File: src/verilog/mpcfm_cfg.svh
`ifndef MPCFM_CFG_SVH
`define MPCFM_CFG_SVH
// Register indices; byte address is index times four
`define MPCFM_CTRL_FIRST_IDX  12'hf20
`define MPCFM_CTRL_SECOND_IDX 12'hf21
`define MPCFM_DEAD_TIME_IDX   12'hf22
`define MPCFM_MIN_PULSE_IDX   12'hf23
`define MPCFM_FAULT_MASK_IDX  12'hf24
`define MPCFM_FAULT_STAT_IDX  12'hf25
`define MPCFM_CLK_SRC_IDX     12'hf26
// Reset values
`define MPCFM_CTRL_FIRST_RST  8'h00
`define MPCFM_CTRL_SECOND_RST 8'h00
`define MPCFM_DEAD_TIME_RST   8'h01
`define MPCFM_MIN_PULSE_RST   8'h00
`define MPCFM_FAULT_MASK_RST  8'h00
// Write masks for reserved bits
`define MPCFM_CTRL_FIRST_WMASK 8'heb
`define MPCFM_FAULT_MASK_WMASK 8'h27
`define MPCFM_FAULT_STAT_WMASK 8'ha7
// Field positions
`define MPCFM_RUN_BIT     0
`define MPCFM_READY_BIT   1
`define MPCFM_INDEP_BIT   5
`define MPCFM_RELOAD_FLAG 7
`endif

File: src/verilog/mpcfm_pkg.sv
package mpcfm_pkg;
  typedef struct packed {
    logic        psel;
    logic        penable;
    logic        pwrite;
    logic [15:0] paddr;
    logic [31:0] pwdata;
  } mpcfm_apb_req_type;
  typedef struct packed {
    logic [31:0] prdata;
    logic        pready;
    logic        pslverr;
  } mpcfm_apb_rsp_type;
  typedef struct packed {
    logic        period_end;
    logic [5:0]  level;
  } mpcfm_gen_type;
  typedef struct packed {
    logic        debug_entry;
    logic        second_fault;
    logic        comparator;
    logic        primary_fault;
  } mpcfm_fault_src_type;
endpackage : mpcfm_pkg

File: src/verilog/mpcfm_top.sv
// The APB interface to the registers was chosen for this implementation.
`timescale 1ns/100ps
`default_nettype none
`include "mpcfm_cfg.svh"
module mpcfm_top (
  // Clock and reset
  input  wire logic                          clk_in,
  input  wire logic                          nrst_in,
  // Register bus
  input  wire mpcfm_pkg::mpcfm_apb_req_type  apb_in,
  output var  mpcfm_pkg::mpcfm_apb_rsp_type  apb_out,
  // Counter and compare side
  input  wire mpcfm_pkg::mpcfm_gen_type      gen_in,
  // Pins
  input  wire logic                          external_pwm_clock_in,
  input  wire mpcfm_pkg::mpcfm_fault_src_type fault_src_in,
  // Results
  output logic [5:0]                         pwm_out,
  output logic                               reload_event_out,
  output logic                               pwm_tick_out,
  output logic                               load_values_out,
  output logic                               counter_run_out,
  output logic                               fault_out
);
  import mpcfm_pkg::*;

  typedef struct packed {
    logic [7:0]      ctrl_first;
    logic [7:0]      ctrl_second;
    logic [7:0]      dead_time;
    logic [7:0]      min_pulse;
    logic [7:0]      fault_mask;
    logic [7:0]      fault_stat;
    logic            clk_src;
    logic [1:0]      rate_work;
    logic [1:0]      clock_divider_select_work;
    logic [2:0]      period_cnt;
    logic [2:0]      div_cnt;
    logic [4:0]      sync1;
    logic [4:0]      sync2;
    logic            ext_prev;
    logic [5:0]      filt;
    logic [5:0][7:0] hold_cnt;
    logic [2:0]      pair_last;
    logic [2:0][7:0] dead_cnt;
    logic [5:0]      pwm;
    logic            reload;
    logic            tick;
    logic            load;
    logic            fault;
    logic [7:0]      rdata;
    logic            err;
  } mpcfm_state_type;

  mpcfm_state_type state_reg;
  mpcfm_state_type state_next;

  logic [13:0] word_idx;
  logic        acc_cycle;
  logic        wr_now;
  logic        setup_now;
  logic        run;
  logic        indep;
  logic [2:0]  pol;
  logic        ext_edge;
  logic        src_edge;
  logic [2:0]  div_max;
  logic [2:0]  rate_max;
  logic        reload_now;
  logic [3:0]  src_lvl;
  logic [3:0]  src_mask;
  logic [3:0]  src_act;
  logic [7:0]  wd;
  logic        hit;
  logic [7:0]  rd;
  logic        act;
  logic [7:0]  flag_set;
  logic [7:0]  flag_busy;

  assign word_idx  = apb_in.paddr[15:2];
  assign acc_cycle = apb_in.psel & apb_in.penable;
  assign wr_now    = acc_cycle & apb_in.pwrite;
  assign setup_now = apb_in.psel & ~apb_in.penable;
  assign wd        = apb_in.pwdata[7:0];
  assign run       = state_reg.ctrl_first[`MPCFM_RUN_BIT];
  assign indep     = state_reg.ctrl_second[`MPCFM_INDEP_BIT];
  assign pol       = state_reg.ctrl_second[4:2];

  always_comb begin
    state_next = state_reg;
    act        = 1'b0;
    hit        = 1'b1;
    rd         = 8'h00;
    state_next.reload = 1'b0;
    state_next.tick   = 1'b0;
    state_next.load   = 1'b0;

    // Pins are asynchronous, two stages before use
    state_next.sync1    = {external_pwm_clock_in, fault_src_in};
    state_next.sync2    = state_reg.sync1;
    state_next.ext_prev = state_reg.sync2[4];
    ext_edge = state_reg.sync2[4] & ~state_reg.ext_prev;
    src_edge = state_reg.clk_src ? ext_edge : 1'b1;

    // Divider terminal counts 0, 1, 3, 7
    div_max  = {&state_reg.clock_divider_select_work, state_reg.clock_divider_select_work[1], |state_reg.clock_divider_select_work};
    rate_max = {&state_reg.rate_work, state_reg.rate_work[1], |state_reg.rate_work};

    // Prescaler
    if (!run) begin
      state_next.div_cnt = 3'h0;
    end else if (src_edge) begin
      if (state_reg.div_cnt == div_max) begin
        state_next.div_cnt = 3'h0;
        state_next.tick    = 1'b1;
      end else begin
        state_next.div_cnt = state_reg.div_cnt + 3'h1;
      end
    end

    // Reload divider over PWM periods
    reload_now = 1'b0;
    if (!run) begin
      state_next.period_cnt = 3'h0;
    end else if (gen_in.period_end) begin
      state_next.rate_work = state_reg.ctrl_second[7:6];
      // At or past the end, so a smaller new rate cannot let the count run past it
      if (state_reg.period_cnt >= rate_max) begin
        state_next.period_cnt = 3'h0;
        reload_now = 1'b1;
      end else begin
        state_next.period_cnt = state_reg.period_cnt + 3'h1;
      end
    end
    state_next.reload = reload_now;
    if (reload_now && state_reg.ctrl_first[`MPCFM_READY_BIT]) begin
      state_next.clock_divider_select_work = state_reg.ctrl_second[1:0];
      state_next.load      = 1'b1;
      state_next.ctrl_first[`MPCFM_READY_BIT] = 1'b0;
    end

    // Fault sources after masking
    src_lvl  = state_reg.sync2[3:0];
    src_mask = {state_reg.fault_mask[5], state_reg.fault_mask[2:0]};
    src_act  = src_lvl & ~src_mask;
    state_next.fault = |src_act;
    flag_set  = {reload_now, 1'b0, src_act[3], 2'b00, src_act[2:0]};
    flag_busy = {1'b0, 1'b0, src_lvl[3], 2'b00, src_lvl[2:0]};

    // Register writes, taken in the access cycle
    if (wr_now) begin
      case (word_idx)
        {2'b00, `MPCFM_CTRL_FIRST_IDX}: begin
          state_next.ctrl_first = wd & `MPCFM_CTRL_FIRST_WMASK;
        end
        {2'b00, `MPCFM_CTRL_SECOND_IDX}: begin
          state_next.ctrl_second = wd;
          if (run) begin
            state_next.ctrl_second[`MPCFM_INDEP_BIT] = state_reg.ctrl_second[`MPCFM_INDEP_BIT];
          end
        end
        {2'b00, `MPCFM_DEAD_TIME_IDX}: begin
          if (!run) begin
            state_next.dead_time = wd;
          end
        end
        {2'b00, `MPCFM_MIN_PULSE_IDX}: begin
          if (!run) begin
            state_next.min_pulse = wd;
          end
        end
        {2'b00, `MPCFM_FAULT_MASK_IDX}: begin
          if (!run) begin
            state_next.fault_mask = wd & `MPCFM_FAULT_MASK_WMASK;
          end
        end
        {2'b00, `MPCFM_FAULT_STAT_IDX}: begin
          // A flag whose source still stands cannot be cleared
          state_next.fault_stat = state_reg.fault_stat & ~(wd & ~flag_busy);
        end
        {2'b00, `MPCFM_CLK_SRC_IDX}: begin
          state_next.clk_src = wd[0];
        end
        default: begin
          state_next.clk_src = state_reg.clk_src;
        end
      endcase
    end
    // Set wins over a clear in the same cycle
    state_next.fault_stat = (state_next.fault_stat | flag_set) & `MPCFM_FAULT_STAT_WMASK;

    // Read data captured in the setup cycle
    case (word_idx)
      {2'b00, `MPCFM_CTRL_FIRST_IDX}:  rd = state_reg.ctrl_first;
      {2'b00, `MPCFM_CTRL_SECOND_IDX}: rd = state_reg.ctrl_second;
      {2'b00, `MPCFM_DEAD_TIME_IDX}:   rd = state_reg.dead_time;
      {2'b00, `MPCFM_MIN_PULSE_IDX}:   rd = state_reg.min_pulse;
      {2'b00, `MPCFM_FAULT_MASK_IDX}:  rd = state_reg.fault_mask;
      {2'b00, `MPCFM_FAULT_STAT_IDX}:  rd = state_reg.fault_stat;
      {2'b00, `MPCFM_CLK_SRC_IDX}:     rd = {7'h00, state_reg.clk_src};
      default: begin
        rd  = 8'h00;
        hit = 1'b0;
      end
    endcase
    if (setup_now) begin
      state_next.rdata = rd;
      state_next.err   = ~hit;
    end

    // Minimum pulse filter, counted in prescaled ticks
    for (int i = 0; i < 6; i++) begin
      if (!run) begin
        state_next.filt[i]     = 1'b0;
        state_next.hold_cnt[i] = 8'h00;
      end else if (gen_in.level[i] != state_reg.filt[i] &&
                   state_reg.hold_cnt[i] >= state_reg.min_pulse) begin
        state_next.filt[i]     = gen_in.level[i];
        state_next.hold_cnt[i] = 8'h00;
      end else if (state_reg.tick && state_reg.hold_cnt[i] != 8'hff) begin
        state_next.hold_cnt[i] = state_reg.hold_cnt[i] + 8'h01;
      end
    end

    // Dead time per pair, counted in system clocks
    for (int p = 0; p < 3; p++) begin
      if (!run) begin
        state_next.pair_last[p] = 1'b0;
        state_next.dead_cnt[p]  = 8'h00;
      end else if (state_reg.filt[2*p] != state_reg.pair_last[p]) begin
        state_next.pair_last[p] = state_reg.filt[2*p];
        state_next.dead_cnt[p]  = state_reg.dead_time;
      end else if (state_reg.dead_cnt[p] != 8'h00) begin
        state_next.dead_cnt[p]  = state_reg.dead_cnt[p] - 8'h01;
      end
    end

    // Output stage; off-state is the deasserted level after polarity
    for (int i = 0; i < 6; i++) begin
      if (indep) begin
        act = state_reg.filt[i];
      end else begin
        act = ((i % 2 == 0) ? state_reg.pair_last[i/2] : ~state_reg.pair_last[i/2]) &
              (state_reg.dead_cnt[i/2] == 8'h00);
      end
      if (run && !state_reg.fault) begin
        state_next.pwm[i] = act ^ pol[i/2];
      end else begin
        state_next.pwm[i] = pol[i/2];
      end
    end
  end

  always_ff @(posedge clk_in or negedge nrst_in) begin
    if (!nrst_in) begin
      state_reg             <= '0;
      state_reg.ctrl_first  <= `MPCFM_CTRL_FIRST_RST;
      state_reg.ctrl_second <= `MPCFM_CTRL_SECOND_RST;
      state_reg.dead_time   <= `MPCFM_DEAD_TIME_RST;
      state_reg.min_pulse   <= `MPCFM_MIN_PULSE_RST;
      state_reg.fault_mask  <= `MPCFM_FAULT_MASK_RST;
    end else begin
      state_reg <= state_next;
    end
  end

  // Zero wait states; read data already held from setup
  assign apb_out.pready  = acc_cycle;
  assign apb_out.pslverr = acc_cycle & state_reg.err;
  assign apb_out.prdata  = {24'h000000, state_reg.rdata};

  assign pwm_out          = state_reg.pwm;
  assign reload_event_out = state_reg.reload;
  assign pwm_tick_out     = state_reg.tick;
  assign load_values_out  = state_reg.load;
  assign counter_run_out  = run;
  assign fault_out        = state_reg.fault;
endmodule : mpcfm_top
`default_nettype wire
File: config.mk
export PLATFORM = sky130hd
export DESIGN_NAME = mpcfm_top
export DESIGN_NICKNAME = d
export VERILOG_FILES = /design/src/verilog/mpcfm_pkg.sv /design/src/verilog/mpcfm_top.sv
export VERILOG_INCLUDE_DIRS = /design/src /design/src/verilog
export SDC_FILE = /design/constraint.sdc
export NUM_CORES = 1
export LEC_CHECK = 0
export BUFFER_PORTS_ARGS = -buffer_cell sky130_fd_sc_hd__buf_4
export CAP_MARGIN = 10
export CORE_AREA = 2 2 201 163
export DETAILED_ROUTE_END_ITERATION = 12
export DIE_AREA = 0 0 203 165
export PLACE_DENSITY = 0.44
export SYNTH_ARGS = -nofsm -noshare
export SYNTH_HDL_FRONTEND = slang
export SYNTH_SLANG_ARGS = --single-unit
File: constraint.sdc
create_clock -name clk_in -period 2.6 [get_ports clk_in]
set_input_delay 0.13 -clock clk_in [delete_from_list [all_inputs] [get_ports clk_in]]
set_output_delay 0.13 -clock clk_in [all_outputs]
set_load 0.005 [all_outputs]
==> summary.txt, run 1 <==
Status
  – Status: finished clean

Cells and area
  – Multi-input gate area: 0.00482 mm^2
  – Largest register FFs: 122
  – Layout cell share with drive strength beyond 1: around 17%
  – Register area: 0.00403 mm^2
  – Layout Cells excl Fill: around 1400
  – Utilization after layout: 35.6%
  – Design area: 0.0111 mm^2
  – Filler cells: 3147
  – Synth-to-layout area growth: 18.9%
  – Nets: 1113
  – ANT cells: 0

Clocking
  – H-tree depth: 4
  – Total setup buffers inserted after CTS: 0
  – CTS tree: yes
  – Clk Latency, worst-skew pair: 450 ps
  – Max Root-Sink Buffers: 2
  – Clk sinks: 161
  – TritonCTS Buffers: 17
  – Clock Tree Root: clkbuf_16
  – CTS clock-pin slew for the worst setup and hold paths: 70 ps

STA
  – Hold Fails Final Rpt: 0
  – Clk_skew: between 10 and 15 ps
  – Final Max Tran Viols: 0
  – Slew headroom: 46.4%
  – RSZ-0062 raised after global routing: no
  – Post-layout min period: 2310 ps
  – Peak Freq: 432 MHz
  – Final worst slack: 286 ps
  – Fin Setup TNS: 0 ps
  – Final period util: 89.0%
  – # setup viols final: 0
  – Worst-Margin Slew: 797 ps

Setup path
  – WS Path Type: register to register
  – R2r startpoint: state_reg[140]
  – CP Capture Type: register
  – Worst Path Max Fanout: 6
  – Critical Path RT: ~3000 ps
  – Worst Setup SP: state_reg[140]
  – CP Data Arrival Time: 2690 ps
  – Crit path launch type: register

Route
  – Metal1 wirelength: about 13 mm
  – Met2 Wirelength: 9.95 mm
  – Post-DR vias/cell: roughly 4.9
  – Wirelength, routed: around 24 mm
  – Max layer used: met4
  – Drt first pass iters: 4
  – 1st-iter DRT viols: roughly 370
  – DRC violations left: 0
  – Via count: 6974
  – DR WL met3: approximately 580 um
  – Wire per inst: 17.1 um
  – Post-route ant nets: 0

Synthesis
  – Syn Area/Cell: 10.5 um^2
  – Synthesized flop and latch total: 161
  – Ys flop type: dfrtp_1
  – Sequential area share after synthesis: between 40% and 50%
  – Synth Warn #: 0
  – Synth Instances: 894
  – Synth Cell Area: 0.00936 mm^2
  – Yosys cell types: between 60 and 70
  – Fraction of registers with async set/reset: 100%
  – Post-synth EDFFs: 0

Die
  – Die width: 203 um
  – Rows: 58
  – DIE AREA: approximately 0.033 mm^2
  – Starting Density: 29.9%
  – Die height: about 170 um
  – Core area: 0.0313 mm^2
  – Io pins: 110

Global routing
  – Tot GR Track Use: 15.4%
  – Largest net degree at the start of global routing: 60
  – Congestion Overflow GR: 0
  – First-pass GRT wire length: 39.5 mm
  – Initial antenna violation count: 0
  – Vias in the first global route: approximately 6800

Power
  – Peak VDD IR: 0.000524 V
  – P per Cell Area: 489 mW/mm^2
  – Leakage: 5.11 nW

Placed design
  – # port buffers: 59
  – Dpl hpwl: 17.5 mm
  – Dpl cell area: 0.0103 mm^2
  – Place WS: 234 ps
  – Inst Count DP: 1362
  – GP Congestion: 0.762

Hold path
  – Hold path start: apb_in[40]
  – Type of the most critical hold path: primary input to register

Flow run
  – Max-cap violations: 0
[worst paths after layout]
path	to	slack, ps	cells past startpoint
worst max-delay path	state_reg[96]	290	8
max in group asynchronous	state_reg[84]	1660	3
worst min register to register	flag_busy[5]	350	0
min in group asynchronous	state_reg[0]	220	2
worst min-delay path	state_reg[129]	210	4
worst max register to register	state_reg[96]	290	8
[cells by family (layout without fill, tap and decap cells)]
group                      after synthesis  count (layout)  share of synthesized area, %
DFF                                    161             161                          43.1
adders and majority gates               65              65                          8.69
AOI/OAI and AO/OA                      204             204                          15.5
xor gates and xnor gates                48              48                          4.49
and+or+nand+nor                        231             231                          13.3
muxes                                   68              68                          8.55
buffers and inverters                  116             195                          6.40
other                                    1              24                        0.0401
[Yosys cell counts, types with 8 or more instances]
master / count / area [um^2]
dfrtp_1: 160 / 4000
ha_1: 65 / 813
a211oi_1: 50 / 375
inv_1: 50 / 188
nor2_1: 48 / 180
nand2_1: 46 / 173
buf_4: 39 / 293
o21ai_0: 37 / 185
xnor2_1: 36 / 315
mux2_2: 34 / 383
nand4_1: 28 / 175
mux2i_1: 26 / 260
a21oi_1: 19 / 95.1
clkbuf_1: 19 / 71.3
nand3_1: 19 / 95.1
a221oi_1: 14 / 123
nand2b_1: 14 / 87.6
or3_1: 14 / 87.6
a31oi_1: 13 / 81.3
a211o_1: 12 / 105
xor2_1: 12 / 105
and3_1: 9 / 56.3
nand3b_1: 9 / 67.6
a21o_1: 8 / 60.1
nor3_1: 8 / 40.0
nor4b_1: 8 / 70.1
o31ai_1: 8 / 60.1
[report_power, final]
group	leakage (nW)	internal [mW]	total [mW]	switching, mW
logic	2.63	0.0876	0.224	0.136
registers	2.18	2.51	2.52	0.00525
clock network	0.301	1.63	2.71	1.07
total	5.11	4.24	5.45	1.21
[layout make-up]
type	count	share of cell area [%]
Multi-Input combinational cell	640	43.3
Sequential cell	161	36.2
Timing Repair Buffer	112	8.42
Tap cell	420	4.72
Clock buffer	23	4.47
Inverter	51	1.72
Clock inverter	9	1.15
[layer usage]
layer	global-route usage (%)	vias to the layer above
met1	23.9	3413
met3	2.82	14
met2	21.1	70
met5	0	-
li1	-	3477
met4	4.71	0
[cells in the final DEF, fill, tap and decap left out, drive strengths merged, types with 4 or more instances in the layout]
cell type	instances
or4	5
o21a	6
a32oi	4
nand4	28
mux4	5
ha	65
mux2	37
a211o	12
nor3	8
a211oi	50
inv	50
a21oi	19
xnor2	36
o31ai	8
nand2b	14
a31oi	13
nor2	48
o21bai	4
a221oi	14
clkbuf	23
or3	14
xor2	12
conb	24
a2111oi	6
clkinv	4
o21ai	37
nor4	7
buf	90
nand3	19
dfrtp	160
o221ai	7
and3	9
nor4b	8
nand3b	9
mux2i	26
nand2	46
a21o	8
dlygate4sd3	22
[through the flow]
step	hold WS [ps]	total power, mW
2_1_floorplan	-166	2.65
3_3_place_gp	163	2.77
3_5_place_dp	159	2.77
4_1_cts	188	5.53
5_1_grt	219	5.65
6_report	213	5.45
[timing repair]
action | 4_1_cts | 5_1_grt
hold buffers | 22 | 0
resized for setup | 0 | 1
hold endpoints to repair | 107 | 0
endpoints found under the setup margin | 0 | 1
[critical path: stages (launching register included)]
cell,delay [ps]
dfrtp_1,360
inv_1,150
buf_4,200
ha_1,290
a211o_1,120
a31oi_1,40
o31ai_1,660
buf_4,260
mux2i_1,170
(Power assumes the default switching activity.)
==> run 2: changes to the inputs <==
clock period = 2.44 ns   (was 2.6 ns; I/O delays follow)
==> run 2 against run 1 <==
Clock-buffer cell count is 2 lower; critical path depth is 1 lower; wire length is 0.79% higher; sequential cell count stayed put; sequential share of layout area is 0.32 points lower; non-clock buffer count is 16 higher; final area is 0.90% higher; largest cell class unchanged; first-iteration DRC count is 16% lower; maximum frequency is 0.90% higher; combinational power is 8% higher; clock skew is 2.5 ps lower; largest power group unchanged; highest routed layer unchanged.
==> summary.txt, run 2 (synthesis results as in run 1) <==
Setup path
  – WS Path Type: register to register
  – Reg2Reg Depth: 7 (-1)
  – CP Data Arrival Time: 2660 ps (-30 ps)
  – R2r startpoint: state_reg[144]
  – Worst Setup SP: state_reg[144]
  – Crit path launch type: register
  – Critical Path RT: 2810 ps (-170 ps)
  – CP Capture Type: register
  – Worst Path Max Fanout: 6 (unchanged)

Clocking
  – Clock Tree Root: clkbuf_16
  – TritonCTS Buffers: 17 (unchanged)
  – CTS tree: yes
  – Clk sinks: 161 (unchanged)
  – H-tree depth: 4 (unchanged)
  – Max Root-Sink Buffers: 2 (unchanged)
  – Clk Latency, worst-skew pair: 440 ps (about the same)
  – CTS clock-pin slew for the worst setup and hold paths: 70 ps (about the same)
  – Total setup buffers inserted after CTS: 0 (unchanged)

Global routing
  – Tot GR Track Use: 15.0% (-0.39 points)
  – Vias in the first global route: 6695 (-1.7%)
  – Largest net degree at the start of global routing: 53 (-12%)
  – First-pass GRT wire length: 38.6 mm (-2.4%)
  – Initial antenna violation count: 0 (unchanged)
  – Congestion Overflow GR: 0 (unchanged)

Power
  – Switching Share: 22.8% (+0.50 points)
  – P per Cell Area: 512 mW/mm^2 (+4.7%)
  – Switching power of the nets: 1.31 mW (+8.0%)
  – P_int: 4.45 mW (+5.0%)
  – Power share of the clock group: 49.2% (-0.5 points)
  – Leakage: 5.17 nW (+1.2%)
  – Gate power share: 4.2% (about the same)
  – Peak VDD IR: 0.000417 V (-20%)
  – Sequential share of power: 46.6% (+0.4 points)

Cells and area
  – Most common cell after layout, fill and taps aside: dfrtp_1
  – Register area: 0.00403 mm^2 (unchanged)
  – Filler cells: 3135 (-0.38%)
  – Layout cell share with drive strength beyond 1: 18.5% (+1.3 points)
  – ANT cells: 0 (unchanged)
  – Nets: 1129 (+1.4%)
  – Largest register FFs: 122 (unchanged)
  – Most frequent cells in the layout: dfrtp_1 (160), buf_4 (102), ha_1 (65), a211oi_1 (50), inv_1 (49)
  – Synth-to-layout area growth: 20.0%
  – Multi-input gate area: 0.00483 mm^2 (+0.10%)

Hold path
  – Hold path depth: 4 (unchanged)
  – Hold path start: apb_in[40]
  – Type of the most critical hold path: primary input to register

STA
  – Peak Freq: 436 MHz (+0.90%)
  – Hold Fails Final Rpt: 0 (unchanged)
  – Final period util: 94.0% (+5.0 points)
  – Clk_skew: 8.49 ps (-2.47 ps)
  – RSZ-0062 raised after global routing: no
  – Min Hold Slack: 205 ps (-8.37 ps)
  – Final Max Tran Viols: 0 (unchanged)
  – Fin Setup TNS: 0 ps (unchanged)
  – Slew headroom: 43.2% (-3.2 points)
  – # setup viols final: 0 (unchanged)
  – Post-layout min period: 2290 ps (-20.6 ps)
  – Worst-Margin Slew: 845 ps (+48.2 ps)

Route
  – DRC violations left: 0 (unchanged)
  – Wire per inst: 17.0 um (-0.34%)
  – 1st-iter DRT viols: 314 (-16%)
  – Drt first pass iters: 6 (+2)
  – Post-route ant nets: 0 (unchanged)
  – Via count: 7046 (+1.0%)
  – Wirelength, routed: 24.4 mm (+0.79%)
  – Post-DR vias/cell: 4.92 (about the same)

Die
  – Die height: 165 um (unchanged)
  – Die width: 203 um (unchanged)
  – Core area: 0.0313 mm^2 (unchanged)
  – Starting Density: 29.9% (unchanged)
  – Io pins: 110 (unchanged)
  – DIE AREA: 0.0335 mm^2 (unchanged)
  – Rows: 58 (unchanged)

Placed design
  – GP Congestion: 0.746 (-2.1%)
  – Dpl hpwl: 17.6 mm (+0.27%)
  – # port buffers: 59 (unchanged)

Status
  – Status: finished clean

Flow run
  – Max-cap violations: 0 (unchanged)
-- run 2: path summary, 6_finish.rpt --
check,endpoint,slack (ps)
setup / recovery,state_reg[98],150
min in group asynchronous,apb_out[6],210
max in group asynchronous,state_reg[146],1460
setup reg to reg,state_reg[98],150
hold / removal,apb_out[5],200
hold reg to reg,flag_busy[1],350
-- run 2: power by group through the flow --
stage / logic (mW) / registers [mW] / clock network [mW]
floorplan: 0.0904 / 2.73 / 0
global placement: 0.221 / 2.73 / 0
detailed placement: 0.219 / 2.73 / 0
CTS: 0.248 / 2.68 / 2.92
global route: 0.270 / 2.68 / 3.03
finish: 0.242 / 2.68 / 2.83
-- run 2: through the flow --
stage / utilization [%] / worst slack [ps] / power (mW) / cells / cell area, um^2
6_report: 35.9 / 146 / 5.76 / 1432 / 11200
5_1_grt: 35.9 / 4.67 / 5.99 / 1432 / 11200
4_1_cts: 35.9 / 37.6 / 5.85 / 1431 / 11200
3_5_place_dp: 33.2 / 66.3 / 2.95 / 1377 / 10400
3_3_place_gp: 33.2 / 48.7 / 2.96 / 1377 / 10400
2_1_floorplan: - / 285 / 2.82 / 917 / 9450
-- run 2: cell type report --
cell class	count	share of cell area, %
Sequential cell	161	35.9
Tap cell	420	4.68
Inverter	51	1.70
Clock buffer	21	4.10
Timing Repair Buffer	128	9.28
Multi-Input combinational cell	640	43.0
Clock inverter	11	1.38
-- run 2: repair_timing --
action,in CTS,in global routing
resized for setup,0,2
endpoints found under the hold margin,98,0
endpoints found under the setup margin,0,5
hold buffers,22,0
-- run 2: critical path: stages, from the launching register on --
cell	delay (ps)
dfrtp_1	360
inv_1	80
buf_4	170
ha_1	300
nand4_1	100
o31ai_1	740
buf_4	280
mux2i_1	180
-- run 2: per-layer routing --
| layer | share of wire [%] | wire (um) | global-route usage [%] | vias to the layer above |
|---|---|---|---|---|
| met4 | 0.91 | 221 | 3.72 | 0 |
| met1 | 56 | 13600 | 23.6 | 3430 |
| met5 | 0 | 0 | 0 | - |
| li1 | - | - | - | 3513 |
| met3 | 3.1 | 754 | 3.06 | 13 |
| met2 | 40 | 9820 | 20.4 | 90 |
